--- src/hw/event_notifier_pkg.sv ---
// Constants, offsets and reset values of the port event notifier.
// Assumes a single switch core clock and a 32-bit Avalon-MM register bus.
package event_notifier_pkg;

	localparam int          EV_N          = 10;
	localparam int          EV_MAX_RETRY  = 0;
	localparam int          EV_BAD_TRANS  = 1;
	localparam int          EV_PARITY     = 2;
	localparam int          EV_LINK_FAIL  = 3;
	localparam int          EV_LINK_DEG   = 4;
	localparam int          EV_RESET_SYM  = 5;
	localparam int          EV_MCAST_SYM  = 6;
	localparam int          EV_EGRESS     = 7;
	localparam int          EV_INGRESS    = 8;
	localparam int          EV_REORDER    = 9;

	// Events that may also produce a port-write
	localparam logic [9:0]  PW_CAPABLE    = 10'h39f;

	localparam int          AW            = 8;
	localparam logic [7:0]  OFF_ERR_DET   = 8'h00;
	localparam logic [7:0]  OFF_INT_STAT  = 8'h04;
	localparam logic [7:0]  OFF_ERR_STAT  = 8'h08;
	localparam logic [7:0]  OFF_SYM_STAT  = 8'h0c;
	localparam logic [7:0]  OFF_GLB_STAT  = 8'h10;
	localparam logic [7:0]  OFF_INT_EN    = 8'h14;
	localparam logic [7:0]  OFF_PW_EN     = 8'h18;
	localparam logic [7:0]  OFF_RETRY_THR = 8'h1c;
	localparam logic [7:0]  OFF_EGR_LIM   = 8'h20;
	localparam logic [7:0]  OFF_ING_LIM   = 8'h24;
	localparam logic [7:0]  OFF_RDR_THR   = 8'h28;
	localparam logic [7:0]  OFF_RATE_THR  = 8'h2c;

	localparam logic [7:0]  RETRY_THR_RST = 8'h10;
	localparam logic [15:0] EGR_LIM_RST   = 16'h0010;
	localparam logic [15:0] ING_LIM_RST   = 16'h0010;
	localparam logic [15:0] RDR_THR_RST   = 16'hffff;
	localparam logic [7:0]  FAIL_THR_RST  = 8'hff;
	localparam logic [7:0]  DEG_THR_RST   = 8'h80;
	localparam logic [2:0]  RST_SYM_COUNT = 3'h4;

endpackage

--- src/hw/threshold_counter.sv ---
// Event counter that pulses when its count reaches a threshold.
// Assumes inc and clr come from logic on the same clock.
`timescale 1ns/100ps
`default_nettype none
module threshold_counter #(
	parameter int W = 16
) (
	input  wire logic         clock,
	input  wire logic         reset_n,
	input  wire logic         inc,
	input  wire logic         clr,
	input  wire logic [W-1:0] thr,
	output logic              hit
);
	typedef struct packed {
		logic [W-1:0] count;
	} cnt_state_t;

	cnt_state_t s_q;
	cnt_state_t s_d;

	always_comb begin
		s_d = s_q;
		hit = inc && (W'(s_q.count + 1'b1) == thr);
		if (hit || clr) begin
			s_d.count = '0;
		end else if (inc) begin
			s_d.count = W'(s_q.count + 1'b1);
		end
	end

	always_ff @(posedge clock or negedge reset_n) begin
		if (!reset_n) begin
			s_q <= '0;
		end else begin
			s_q <= s_d;
		end
	end
endmodule // threshold_counter
`default_nettype wire

--- src/hw/switch_port_event_notifier.sv ---
// Port event detection with sticky flags, interrupt and port-write.
// Assumes event inputs come from same-clock logic; Avalon-MM slave.
//
// Decided for this implementation: register access over Avalon-MM and the placing of the registers.
`timescale 1ns/100ps
`default_nettype none
module switch_port_event_notifier
	import event_notifier_pkg::*;
(
	input  wire logic        clock,
	input  wire logic        reset_n,
	input  wire logic [7:0]  avs_address,
	input  wire logic        avs_read,
	input  wire logic        avs_write,
	input  wire logic [31:0] avs_writedata,
	input  wire logic [3:0]  avs_byteenable,
	output logic      [31:0] avs_readdata,
	output logic             avs_waitrequest,
	input  wire logic        retry_symbol,
	input  wire logic        pkt_accepted,
	input  wire logic        pkt_not_accepted,
	input  wire logic        pkt_valid,
	input  wire logic        lut_unmapped,
	input  wire logic        tt_reserved,
	input  wire logic        pkt_is_maint,
	input  wire logic [7:0]  hop_count,
	input  wire logic        lut_parity_error,
	input  wire logic [7:0]  err_rate_count,
	input  wire logic        reset_request_symbol,
	input  wire logic        other_symbol,
	input  wire logic        multicast_symbol,
	input  wire logic        egress_exceeded,
	input  wire logic        ingress_exceeded,
	input  wire logic        reorder_event,
	output logic             int_n,
	output logic             pw_request,
	output logic      [9:0]  pw_events
);
	typedef struct packed {
		logic        waitreq;
		logic [31:0] rdata;
		logic        int_n;
		logic        pw_req;
		logic [9:0]  pw_ev;
		logic [9:0]  flags;
		logic        impl_err;
		logic [1:0]  glob;
		logic [9:0]  int_en;
		logic [9:0]  pw_en;
		logic [7:0]  retry_thr;
		logic [15:0] egr_lim;
		logic [15:0] ing_lim;
		logic [15:0] rdr_thr;
		logic [7:0]  fail_thr;
		logic [7:0]  deg_thr;
		logic [7:0]  rate_prev;
	} state_t;

	localparam state_t STATE_RST = '{
		waitreq:   1'b1,
		rdata:     '0,
		int_n:     1'b1,
		pw_req:    1'b0,
		pw_ev:     '0,
		flags:     '0,
		impl_err:  1'b0,
		glob:      '0,
		int_en:    '0,
		pw_en:     '0,
		retry_thr: RETRY_THR_RST,
		egr_lim:   EGR_LIM_RST,
		ing_lim:   ING_LIM_RST,
		rdr_thr:   RDR_THR_RST,
		fail_thr:  FAIL_THR_RST,
		deg_thr:   DEG_THR_RST,
		rate_prev: '0
	};

	state_t s_q;
	state_t s_d;

	logic       retry_hit;
	logic       rsym_hit;
	logic       egr_hit;
	logic       ing_hit;
	logic       rdr_hit;
	logic [9:0] ev;
	logic       wr_go;
	logic [31:0] wmask;
	logic [31:0] wbits;

	// Byte-enable mask
	function automatic logic [31:0] lane_mask(input logic [3:0] be);
		lane_mask = {{8{be[3]}}, {8{be[2]}}, {8{be[1]}}, {8{be[0]}}};
	endfunction

	// Count sits at a threshold it was not at before
	function automatic logic reached(input logic [7:0] cnt,
		input logic [7:0] prev, input logic [7:0] thr);
		reached = (cnt == thr) && (prev != thr);
	endfunction

	// Shared retry counter (one per port)
	threshold_counter #(.W(8)) u_retry (
		.clock   (clock),
		.reset_n (reset_n),
		.inc     (retry_symbol),
		.clr     (pkt_accepted | pkt_not_accepted),
		.thr     (s_q.retry_thr),
		.hit     (retry_hit)
	);

	threshold_counter #(.W(3)) u_rsym (
		.clock   (clock),
		.reset_n (reset_n),
		.inc     (reset_request_symbol),
		.clr     (other_symbol),
		.thr     (RST_SYM_COUNT),
		.hit     (rsym_hit)
	);

	threshold_counter #(.W(16)) u_egr (
		.clock   (clock),
		.reset_n (reset_n),
		.inc     (egress_exceeded),
		.clr     (1'b0),
		.thr     (s_q.egr_lim),
		.hit     (egr_hit)
	);

	threshold_counter #(.W(16)) u_ing (
		.clock   (clock),
		.reset_n (reset_n),
		.inc     (ingress_exceeded),
		.clr     (1'b0),
		.thr     (s_q.ing_lim),
		.hit     (ing_hit)
	);

	threshold_counter #(.W(16)) u_rdr (
		.clock   (clock),
		.reset_n (reset_n),
		.inc     (reorder_event),
		.clr     (1'b0),
		.thr     (s_q.rdr_thr),
		.hit     (rdr_hit)
	);

	always_comb begin
		ev = '0;
		ev[EV_MAX_RETRY] = retry_hit;
		ev[EV_BAD_TRANS] = pkt_valid && (lut_unmapped || tt_reserved
			|| (pkt_is_maint && (hop_count != 8'h00)));
		ev[EV_PARITY]    = lut_parity_error;
		ev[EV_LINK_FAIL] = reached(err_rate_count, s_q.rate_prev,
			s_q.fail_thr);
		ev[EV_LINK_DEG]  = reached(err_rate_count, s_q.rate_prev,
			s_q.deg_thr);
		ev[EV_RESET_SYM] = rsym_hit;
		ev[EV_MCAST_SYM] = multicast_symbol;
		ev[EV_EGRESS]    = egr_hit;
		ev[EV_INGRESS]   = ing_hit;
		ev[EV_REORDER]   = rdr_hit;
	end

	assign wr_go = avs_write && !s_q.waitreq;
	assign wmask = lane_mask(avs_byteenable);
	assign wbits = avs_writedata & wmask;

	always_comb begin
		s_d = s_q;
		s_d.rate_prev = err_rate_count;
		// One wait state, then answer
		s_d.waitreq = !((avs_read || avs_write) && s_q.waitreq);
		if (avs_read && s_q.waitreq) begin
			case (avs_address)
				OFF_ERR_DET:   s_d.rdata = {31'h0, s_q.impl_err};
				OFF_INT_STAT:  s_d.rdata = {26'h0, s_q.flags[9:7],
					s_q.flags[2:0]};
				OFF_ERR_STAT:  s_d.rdata = {30'h0, s_q.flags[4:3]};
				OFF_SYM_STAT:  s_d.rdata = {30'h0, s_q.flags[6:5]};
				OFF_GLB_STAT:  s_d.rdata = {30'h0, s_q.glob};
				OFF_INT_EN:    s_d.rdata = {22'h0, s_q.int_en};
				OFF_PW_EN:     s_d.rdata = {22'h0, s_q.pw_en};
				OFF_RETRY_THR: s_d.rdata = {24'h0, s_q.retry_thr};
				OFF_EGR_LIM:   s_d.rdata = {16'h0, s_q.egr_lim};
				OFF_ING_LIM:   s_d.rdata = {16'h0, s_q.ing_lim};
				OFF_RDR_THR:   s_d.rdata = {16'h0, s_q.rdr_thr};
				OFF_RATE_THR:  s_d.rdata = {16'h0, s_q.deg_thr,
					s_q.fail_thr};
				default:       s_d.rdata = '0;
			endcase
		end
		if (wr_go) begin
			case (avs_address)
				OFF_ERR_DET:   s_d.impl_err = s_q.impl_err & ~wbits[0];
				OFF_INT_STAT: begin
					s_d.flags[2:0] = s_q.flags[2:0] & ~wbits[2:0];
					s_d.flags[9:7] = s_q.flags[9:7] & ~wbits[5:3];
				end
				OFF_ERR_STAT:  s_d.flags[4:3] = s_q.flags[4:3] & ~wbits[1:0];
				OFF_SYM_STAT:  s_d.flags[6:5] = s_q.flags[6:5] & ~wbits[1:0];
				OFF_GLB_STAT:  s_d.glob = s_q.glob & ~wbits[1:0];
				OFF_INT_EN:    s_d.int_en = 10'((s_q.int_en & ~wmask[9:0])
					| wbits[9:0]);
				OFF_PW_EN:     s_d.pw_en = 10'((s_q.pw_en & ~wmask[9:0])
					| wbits[9:0]);
				OFF_RETRY_THR: s_d.retry_thr = 8'((s_q.retry_thr
					& ~wmask[7:0]) | wbits[7:0]);
				OFF_EGR_LIM:   s_d.egr_lim = 16'((s_q.egr_lim
					& ~wmask[15:0]) | wbits[15:0]);
				OFF_ING_LIM:   s_d.ing_lim = 16'((s_q.ing_lim
					& ~wmask[15:0]) | wbits[15:0]);
				OFF_RDR_THR:   s_d.rdr_thr = 16'((s_q.rdr_thr
					& ~wmask[15:0]) | wbits[15:0]);
				OFF_RATE_THR: begin
					s_d.fail_thr = 8'((s_q.fail_thr & ~wmask[7:0])
						| wbits[7:0]);
					s_d.deg_thr = 8'((s_q.deg_thr & ~wmask[15:8])
						| wbits[15:8]);
				end
				default: ;
			endcase
		end
		s_d.flags = s_d.flags | ev;
		if (ev[EV_MAX_RETRY] || ev[EV_BAD_TRANS] || ev[EV_PARITY]) begin
			s_d.impl_err = 1'b1;
		end
		s_d.glob = s_d.glob | ev[EV_MCAST_SYM:EV_RESET_SYM];
		s_d.int_n = !(|(s_d.flags & s_d.int_en));
		s_d.pw_ev = ev & s_q.pw_en & PW_CAPABLE;
		s_d.pw_req = |s_d.pw_ev;
	end

	always_ff @(posedge clock or negedge reset_n) begin
		if (!reset_n) begin
			s_q <= STATE_RST;
		end else begin
			s_q <= s_d;
		end
	end

	assign avs_readdata    = s_q.rdata;
	assign avs_waitrequest = s_q.waitreq;
	assign int_n           = s_q.int_n;
	assign pw_request      = s_q.pw_req;
	assign pw_events       = s_q.pw_ev;
endmodule // switch_port_event_notifier
`default_nettype wire

--- config.mk ---
export PLATFORM = sky130hd
export DESIGN_NAME = switch_port_event_notifier
export DESIGN_NICKNAME = d
export VERILOG_FILES = /design/src/hw/event_notifier_pkg.sv /design/src/hw/threshold_counter.sv /design/src/hw/switch_port_event_notifier.sv
export SDC_FILE = /design/constraint.sdc
export NUM_CORES = 1
export LEC_CHECK = 0
export ABC_CLOCK_PERIOD_IN_PS = 3000
export BUFFER_PORTS_ARGS = -buffer_cell sky130_fd_sc_hd__clkbuf_2
export CAP_MARGIN = 10
export CORE_UTILIZATION = 36
export CTS_CLUSTER_DIAMETER = 30
export DETAILED_ROUTE_END_ITERATION = 8
export MAX_ROUTING_LAYER = met4
export PLACE_DENSITY = 0.52
export SLEW_MARGIN = 25
export SYNTH_ARGS = -nofsm -noshare
export SYNTH_HDL_FRONTEND = slang
export SYNTH_SLANG_ARGS = --single-unit
--- constraint.sdc ---
create_clock -name clock -period 3 [get_ports clock]
set_input_delay 0.15 -clock clock [delete_from_list [all_inputs] [get_ports clock]]
set_output_delay 0.15 -clock clock [all_outputs]
set_load 0.02 [all_outputs]
=== Word-level counts from Yosys, hierarchy flattened ===
Index checks and enable logic that the tools add are counted.
Widths: inputs -> output; s select.

* Flip-flop bits (word level): 215
* Output and inout port bits: 45
* Word-level logic and storage cells: 149

* Add/subtract/negate cells: 5
* Equality and inequality tests: 20
* Muxes and demuxes: 26
* Bitwise logic cells: 36
* Reduce and logical (&&, ||, !) cells: 40

{| class="wikitable"
|+ Operators by type and width
! cell !! count
|-
| $pmux 16 s12 || 1
|-
| $mux 16 || 10
|-
| $mux 105 || 1
|-
| $and 16x16->16 || 4
|-
| $add 16x1->16 const B || 3
|-
| $eq 16x16->1 || 3
|-
| $or 16x16->16 || 3
|-
| $and 10x10->10 || 4
|-
| $eq 8x5->1 const B || 4
|-
| $eq 8x6->1 const B || 4
|-
| $or 10x10->10 || 3
|-
| $and 8x8->8 || 3
|-
| $eq 8x8->1 || 3
|-
| $mux 8 || 3
|-
| $or 8x8->8 || 3
|-
| $mux 10 || 2
|-
| $eq 8x4->1 const B || 2
|-
| $ne 8x8->1 || 2
|-
| $not 16->16 || 1
|-
| $not 8->8 || 2
|-
| $reduce_and 2->1 || 7
|-
| $reduce_bool 2->1 || 7
|-
| $logic_and 1x1->1 || 12
|-
| $mux 3 || 4
|-
| 21 further kinds || 36
|}

=== Logic depth before layout (Yosys ltp) ===
* Depth after elaboration: 9
* Mapped depth: 11
* Gate-level depth less buffers: 9

=== Hierarchy ===
From an unflattened synthesis, not the netlist that was laid out.

* Cell total of the unflattened synthesis: 1106
* Area total of the unflattened synthesis: 11574.9 µm²

{| class="wikitable"
|+ Modules (own cells, without submodules)
! module !! times used !! cells an instance !! area an instance (µm²) !! sequential area each (µm²)
|-
| switch_port_event_notifier || 1 || 539 || 6700.2 || 3540.9
|-
| threshold_counter (u_egr ...) || 3 || 160 || 1336.3 || 400.4
|-
| threshold_counter (u_retry) || 1 || 72 || 680.7 || 200.2
|-
| threshold_counter (u_rsym) || 1 || 15 || 185.2 || 75.1
|}

=== Worst setup path after synthesis ===
Ideal clock, no wire load.

* Kind: register to register
* Start point: register u_ing.s_q[0] (netlist bit)
* End point: register u_ing.s_q[14] (netlist bit)
* Arrival time: 3080 ps
* Required time: 2866 ps
* Slack: -213 ps
* Cell stages (with the launch flop): 11
* Clock period less this slack: 3213 ps
* Path through: dfrtp_1 -> ha_1 -> nand4_1 -> nor4_1 -> nand3_1 -> xnor2_1 -> or4_1 -> or4_1 -> clkbuf_1 -> a31oi_1 -> o31ai_1

* Word-level cells in the longest chain between the ends: 4
* Elaborated cells between the ends (all ways): 6
* Those cells by class: add/sub: 1; eq/ne: 1; mux: 2; reduce/logical: 2

{| class="wikitable"
|+ RTL lines
! item !! line !! RTL
|-
| start: declaration || threshold_counter.sv:19 || <nowiki>cnt_state_t s_q;</nowiki>
|-
| start signal: assignment || threshold_counter.sv:34 || <nowiki>s_q <= '0;</nowiki>
|-
| start signal: assignment || threshold_counter.sv:36 || <nowiki>s_q <= s_d;</nowiki>
|-
| $add 16x1->16 (*) || threshold_counter.sv:24, threshold_counter.sv:28 ||
|-
| $eq 16x16->1 || threshold_counter.sv:24 || <nowiki>hit = inc && (W'(s_q.count + 1'b1) == thr);</nowiki>
|-
| $logic_and 1x1->1 || threshold_counter.sv:24 ||
|-
| $mux 16 or $reduce_bool 2->1 (tied branches) || -- ||
|}

Mark *: on every way between the ends. The rest lies on a longest branch, timed or not. The select of a mux whose other input is x is not followed.
A chain may end at the register's enable or synchronous reset.

==> flow_metrics.env <==
export IMPL_fin_crit_sh_pct=97.6
export IMPL_maxCapViolations=0
export IMPL_ios=123
export IMPL_initial_core_util_pct=36.6
export IMPL_min_to="s_q[95]$_DFF_PN0_"
export IMPL_ant_nets=0
export IMPL_clk_latency_ps=440
export IMPL_dieArea_sq_mm=0.0318
export IMPL_grt_use_total_pct=21.3
export IMPL_synth_edf_count=0
export IMPL_wirelength_microns=31900
export IMPL_core_sq_mm=0.0306
export IMPL_power_leakage_nw=5.68
export IMPL_finalHoldViolations=0
export IMPL_rr_endpoint="pw_request$_DFF_PN0_"
export IMPL_period_needed_ps=2930
export IMPL_tightest_slew_ps=643
export IMPL_rsz0062_at_grt="true"
export IMPL_ys_warnings_count=0
export IMPL_worstPathRequired_ps=3390
export IMPL_diodes=0
export IMPL_hp_start="avs_writedata[5]"
export IMPL_globalplace_congestion=0.894
export IMPL_num_vias=9105
export IMPL_critPathLaunchType="flip-flop"
export IMPL_fmax_mhz=341
export IMPL_cts_buffers=17
export IMPL_cts_root_buf="clkbuf_16"
export IMPL_synthFlopType="dfrtp_1"
export IMPL_powerDensity_mw_per_mm2=532
export IMPL_drive_gt1_share_pct=24.3
export IMPL_min_path_type="in -> reg"
export IMPL_synth_seq_cells=199
export IMPL_syn_area_sq_mm=0.0112
export IMPL_crit_path_end_kind="flip-flop"
export IMPL_reg2reg_from="u_ing.s_q[1]$_DFFE_PN0P_"
export IMPL_rows=64
export IMPL_area_growth_pct=16.3
export IMPL_crit_arrival_ps=3310
export IMPL_viasPerCell=5.44
export IMPL_synth_cell_type_count=70
export IMPL_gr_total_overflow=0
export IMPL_fp_dieH_microns=178
export IMPL_antenna_found_initial=0
export IMPL_path_clk_slew_ps=80
export IMPL_postLayoutCoreUtil_pct=42.6
export IMPL_syn_area_per_cell_sq_um=9.72
export IMPL_htreeDepth=4
export IMPL_grt_max_degree=69
export IMPL_dp_hpwl_microns=24200
export IMPL_port_buffers=86
export IMPL_setup_viol=0
export IMPL_status="finished clean"
export IMPL_finClkSkew_ps=17.3
export IMPL_instances_no_fill=1674
export IMPL_reg2reg_depth=11
export IMPL_synthCells=1152
export IMPL_synth_seq_area_share_pct=44.8
export IMPL_async_reset_ff_share_pct=100
export IMPL_post_cts_buffers=0
export IMPL_drv_slew=0
export IMPL_grt_first_pass_wirelength_microns=49900
export IMPL_drtIter0Drc=688
export IMPL_firstDrtPassIters=7
export IMPL_r2r_slack_ps=70
export IMPL_min_path_cells=2
export IMPL_die_x_microns=178
export IMPL_cts_sinks=199
export IMPL_dp_cells=1626
export IMPL_wire_per_inst_microns=19.0
export IMPL_peakVddDrop_mv=0.347
export IMPL_grt_pass1_vias=8612
export IMPL_seqCellArea_sq_mm=0.00502
export IMPL_drc=0
export IMPL_multi_input_area_sq_mm=0.00563
export IMPL_clock_tree_buffer_depth=2
export IMPL_total_power_mw=6.93
export IMPL_path_class="reg -> reg"
export IMPL_fillCellCount=3008
export IMPL_path_max_fanout=20
export IMPL_max_slew_margin_pct=56.8
export IMPL_cts_tree="built"
export IMPL_final_nets=1349
[synthesized netlist by cell type (all sizes together), types with 6 or more instances]
master    n  share of area, %
nor4     18               1.1
or4       7              0.47
mux2i     6              0.54
clkbuf   49               1.6
nand2   107               3.6
dfrtp   169                38
a31oi     8              0.45
o31ai    11              0.74
nand2b   17              0.95
and4      7              0.55
nor3     31               1.4
a22oi    15               1.0
o211ai    6              0.40
nor3b     7              0.47
a22o     15               1.2
buf      48               3.1
and3     17              0.95
dfstp    30               7.0
ha        6              0.67
and2      9              0.50
mux2     74               7.5
xnor2    66               5.2
nor2b    10              0.56
nor2     63               2.1
a221oi   12              0.94
xor2     36               2.8
nand3    58               2.6
a21o      7              0.47
a21oi    15              0.67
nand4    28               1.6
inv      33               1.1
o21ai    88               3.9
a222oi    9              0.80
[per-layer routing]
layer  wire length, microns  GRT usage [%]
met5                      0              -
met4                    524           5.58
met3                   1180           2.56
met2                  15000           33.3
met1                  15200           29.3
[how the worst max path moves through the flow]
stage	startpoint	endpoint	slack (ps)
after global routing	u_ing.s_q[1]$_DFFE_PN0P_	u_ing.s_q[13]$_DFFE_PN0P_	-70
after detailed placement	u_ing.s_q[1]$_DFFE_PN0P_	u_ing.s_q[13]$_DFFE_PN0P_	-30
after global placement	u_ing.s_q[1]$_DFFE_PN0P_	u_ing.s_q[13]$_DFFE_PN0P_	20
after CTS	u_ing.s_q[1]$_DFFE_PN0P_	pw_request$_DFF_PN0_	4
final	u_ing.s_q[1]$_DFFE_PN0P_	pw_request$_DFF_PN0_	70
after floorplan	u_ing.s_q[0]$_DFFE_PN0P_	u_ing.s_q[14]$_DFFE_PN0P_	30
[critical path: stages, from the launching register on]
cell and delay [ps]:
dfrtp_1 400, ha_4 150, nand4_1 120, buf_4 190, nor4_4 220, xnor2_1 160, nand4_1 90, or4_1 520
or4_4 510, buf_12 180, nor2_1 180, or3b_2 150
[report_power, final]
part	switching (mW)	internal, mW
Combinational	0.864	0.655
Sequential	0.216	2.86
Clock	1.14	1.19
[metrics by stage]
| stage | hold WS [ps] | setup TNS, ps | worst slack [ps] | instance area, sq um |
|---|---|---|---|---|
| 6_report | 15.7 | 0 | 70.8 | 13000 |
| 5_1_grt | 7.78 | -278 | -66.4 | 13000 |
| 4_1_cts | 3.37 | 0 | 4.47 | 13000 |
| 3_5_place_dp | 210 | -54.0 | -27.6 | 12300 |
| 3_3_place_gp | 210 | 0 | 24.5 | 12300 |
| 2_1_floorplan | -146 | 0 | 33.0 | 11300 |
[layout make-up]
type / count / share of cell area, %
Multi-Input combinational cell: 840 / 43.2
Sequential cell: 199 / 38.5
Timing Repair Buffer: 174 / 9.04
Tap cell: 396 / 3.80
Clock buffer: 18 / 3.29
Clock inverter: 14 / 1.21
Inverter: 33 / 0.951
[kinds of logic after synthesis]
kind of cell / count (synthesis) / share of synthesized area [%]
xor gates and xnor gates: 102 / 7.98
and+or+nand+nor: 405 / 18.6
AOI/OAI and AO/OA: 228 / 13.8
adders and majority gates: 6 / 0.670
muxes: 81 / 8.21
buffers and inverters: 130 / 5.87
other: 1 / 0.0335
DFF: 199 / 44.8
[layout by cell type, fill, tap and decap left out, types with 36 or more instances in the layout]
master,instances
nand2_1,106
dfrtp_1,169
nand3_1,57
mux2_2,73
o21ai_0,88
nor2_1,63
xnor2_1,66
clkbuf_2,85
xor2_1,36
buf_4,69
[repair_timing]
item,in CTS,in global routing
endpoints found under the setup margin,2,9
resized for setup,1,2
hold buffers,16,0
endpoints found under the hold margin,77,0
(Power assumes the default switching activity.)
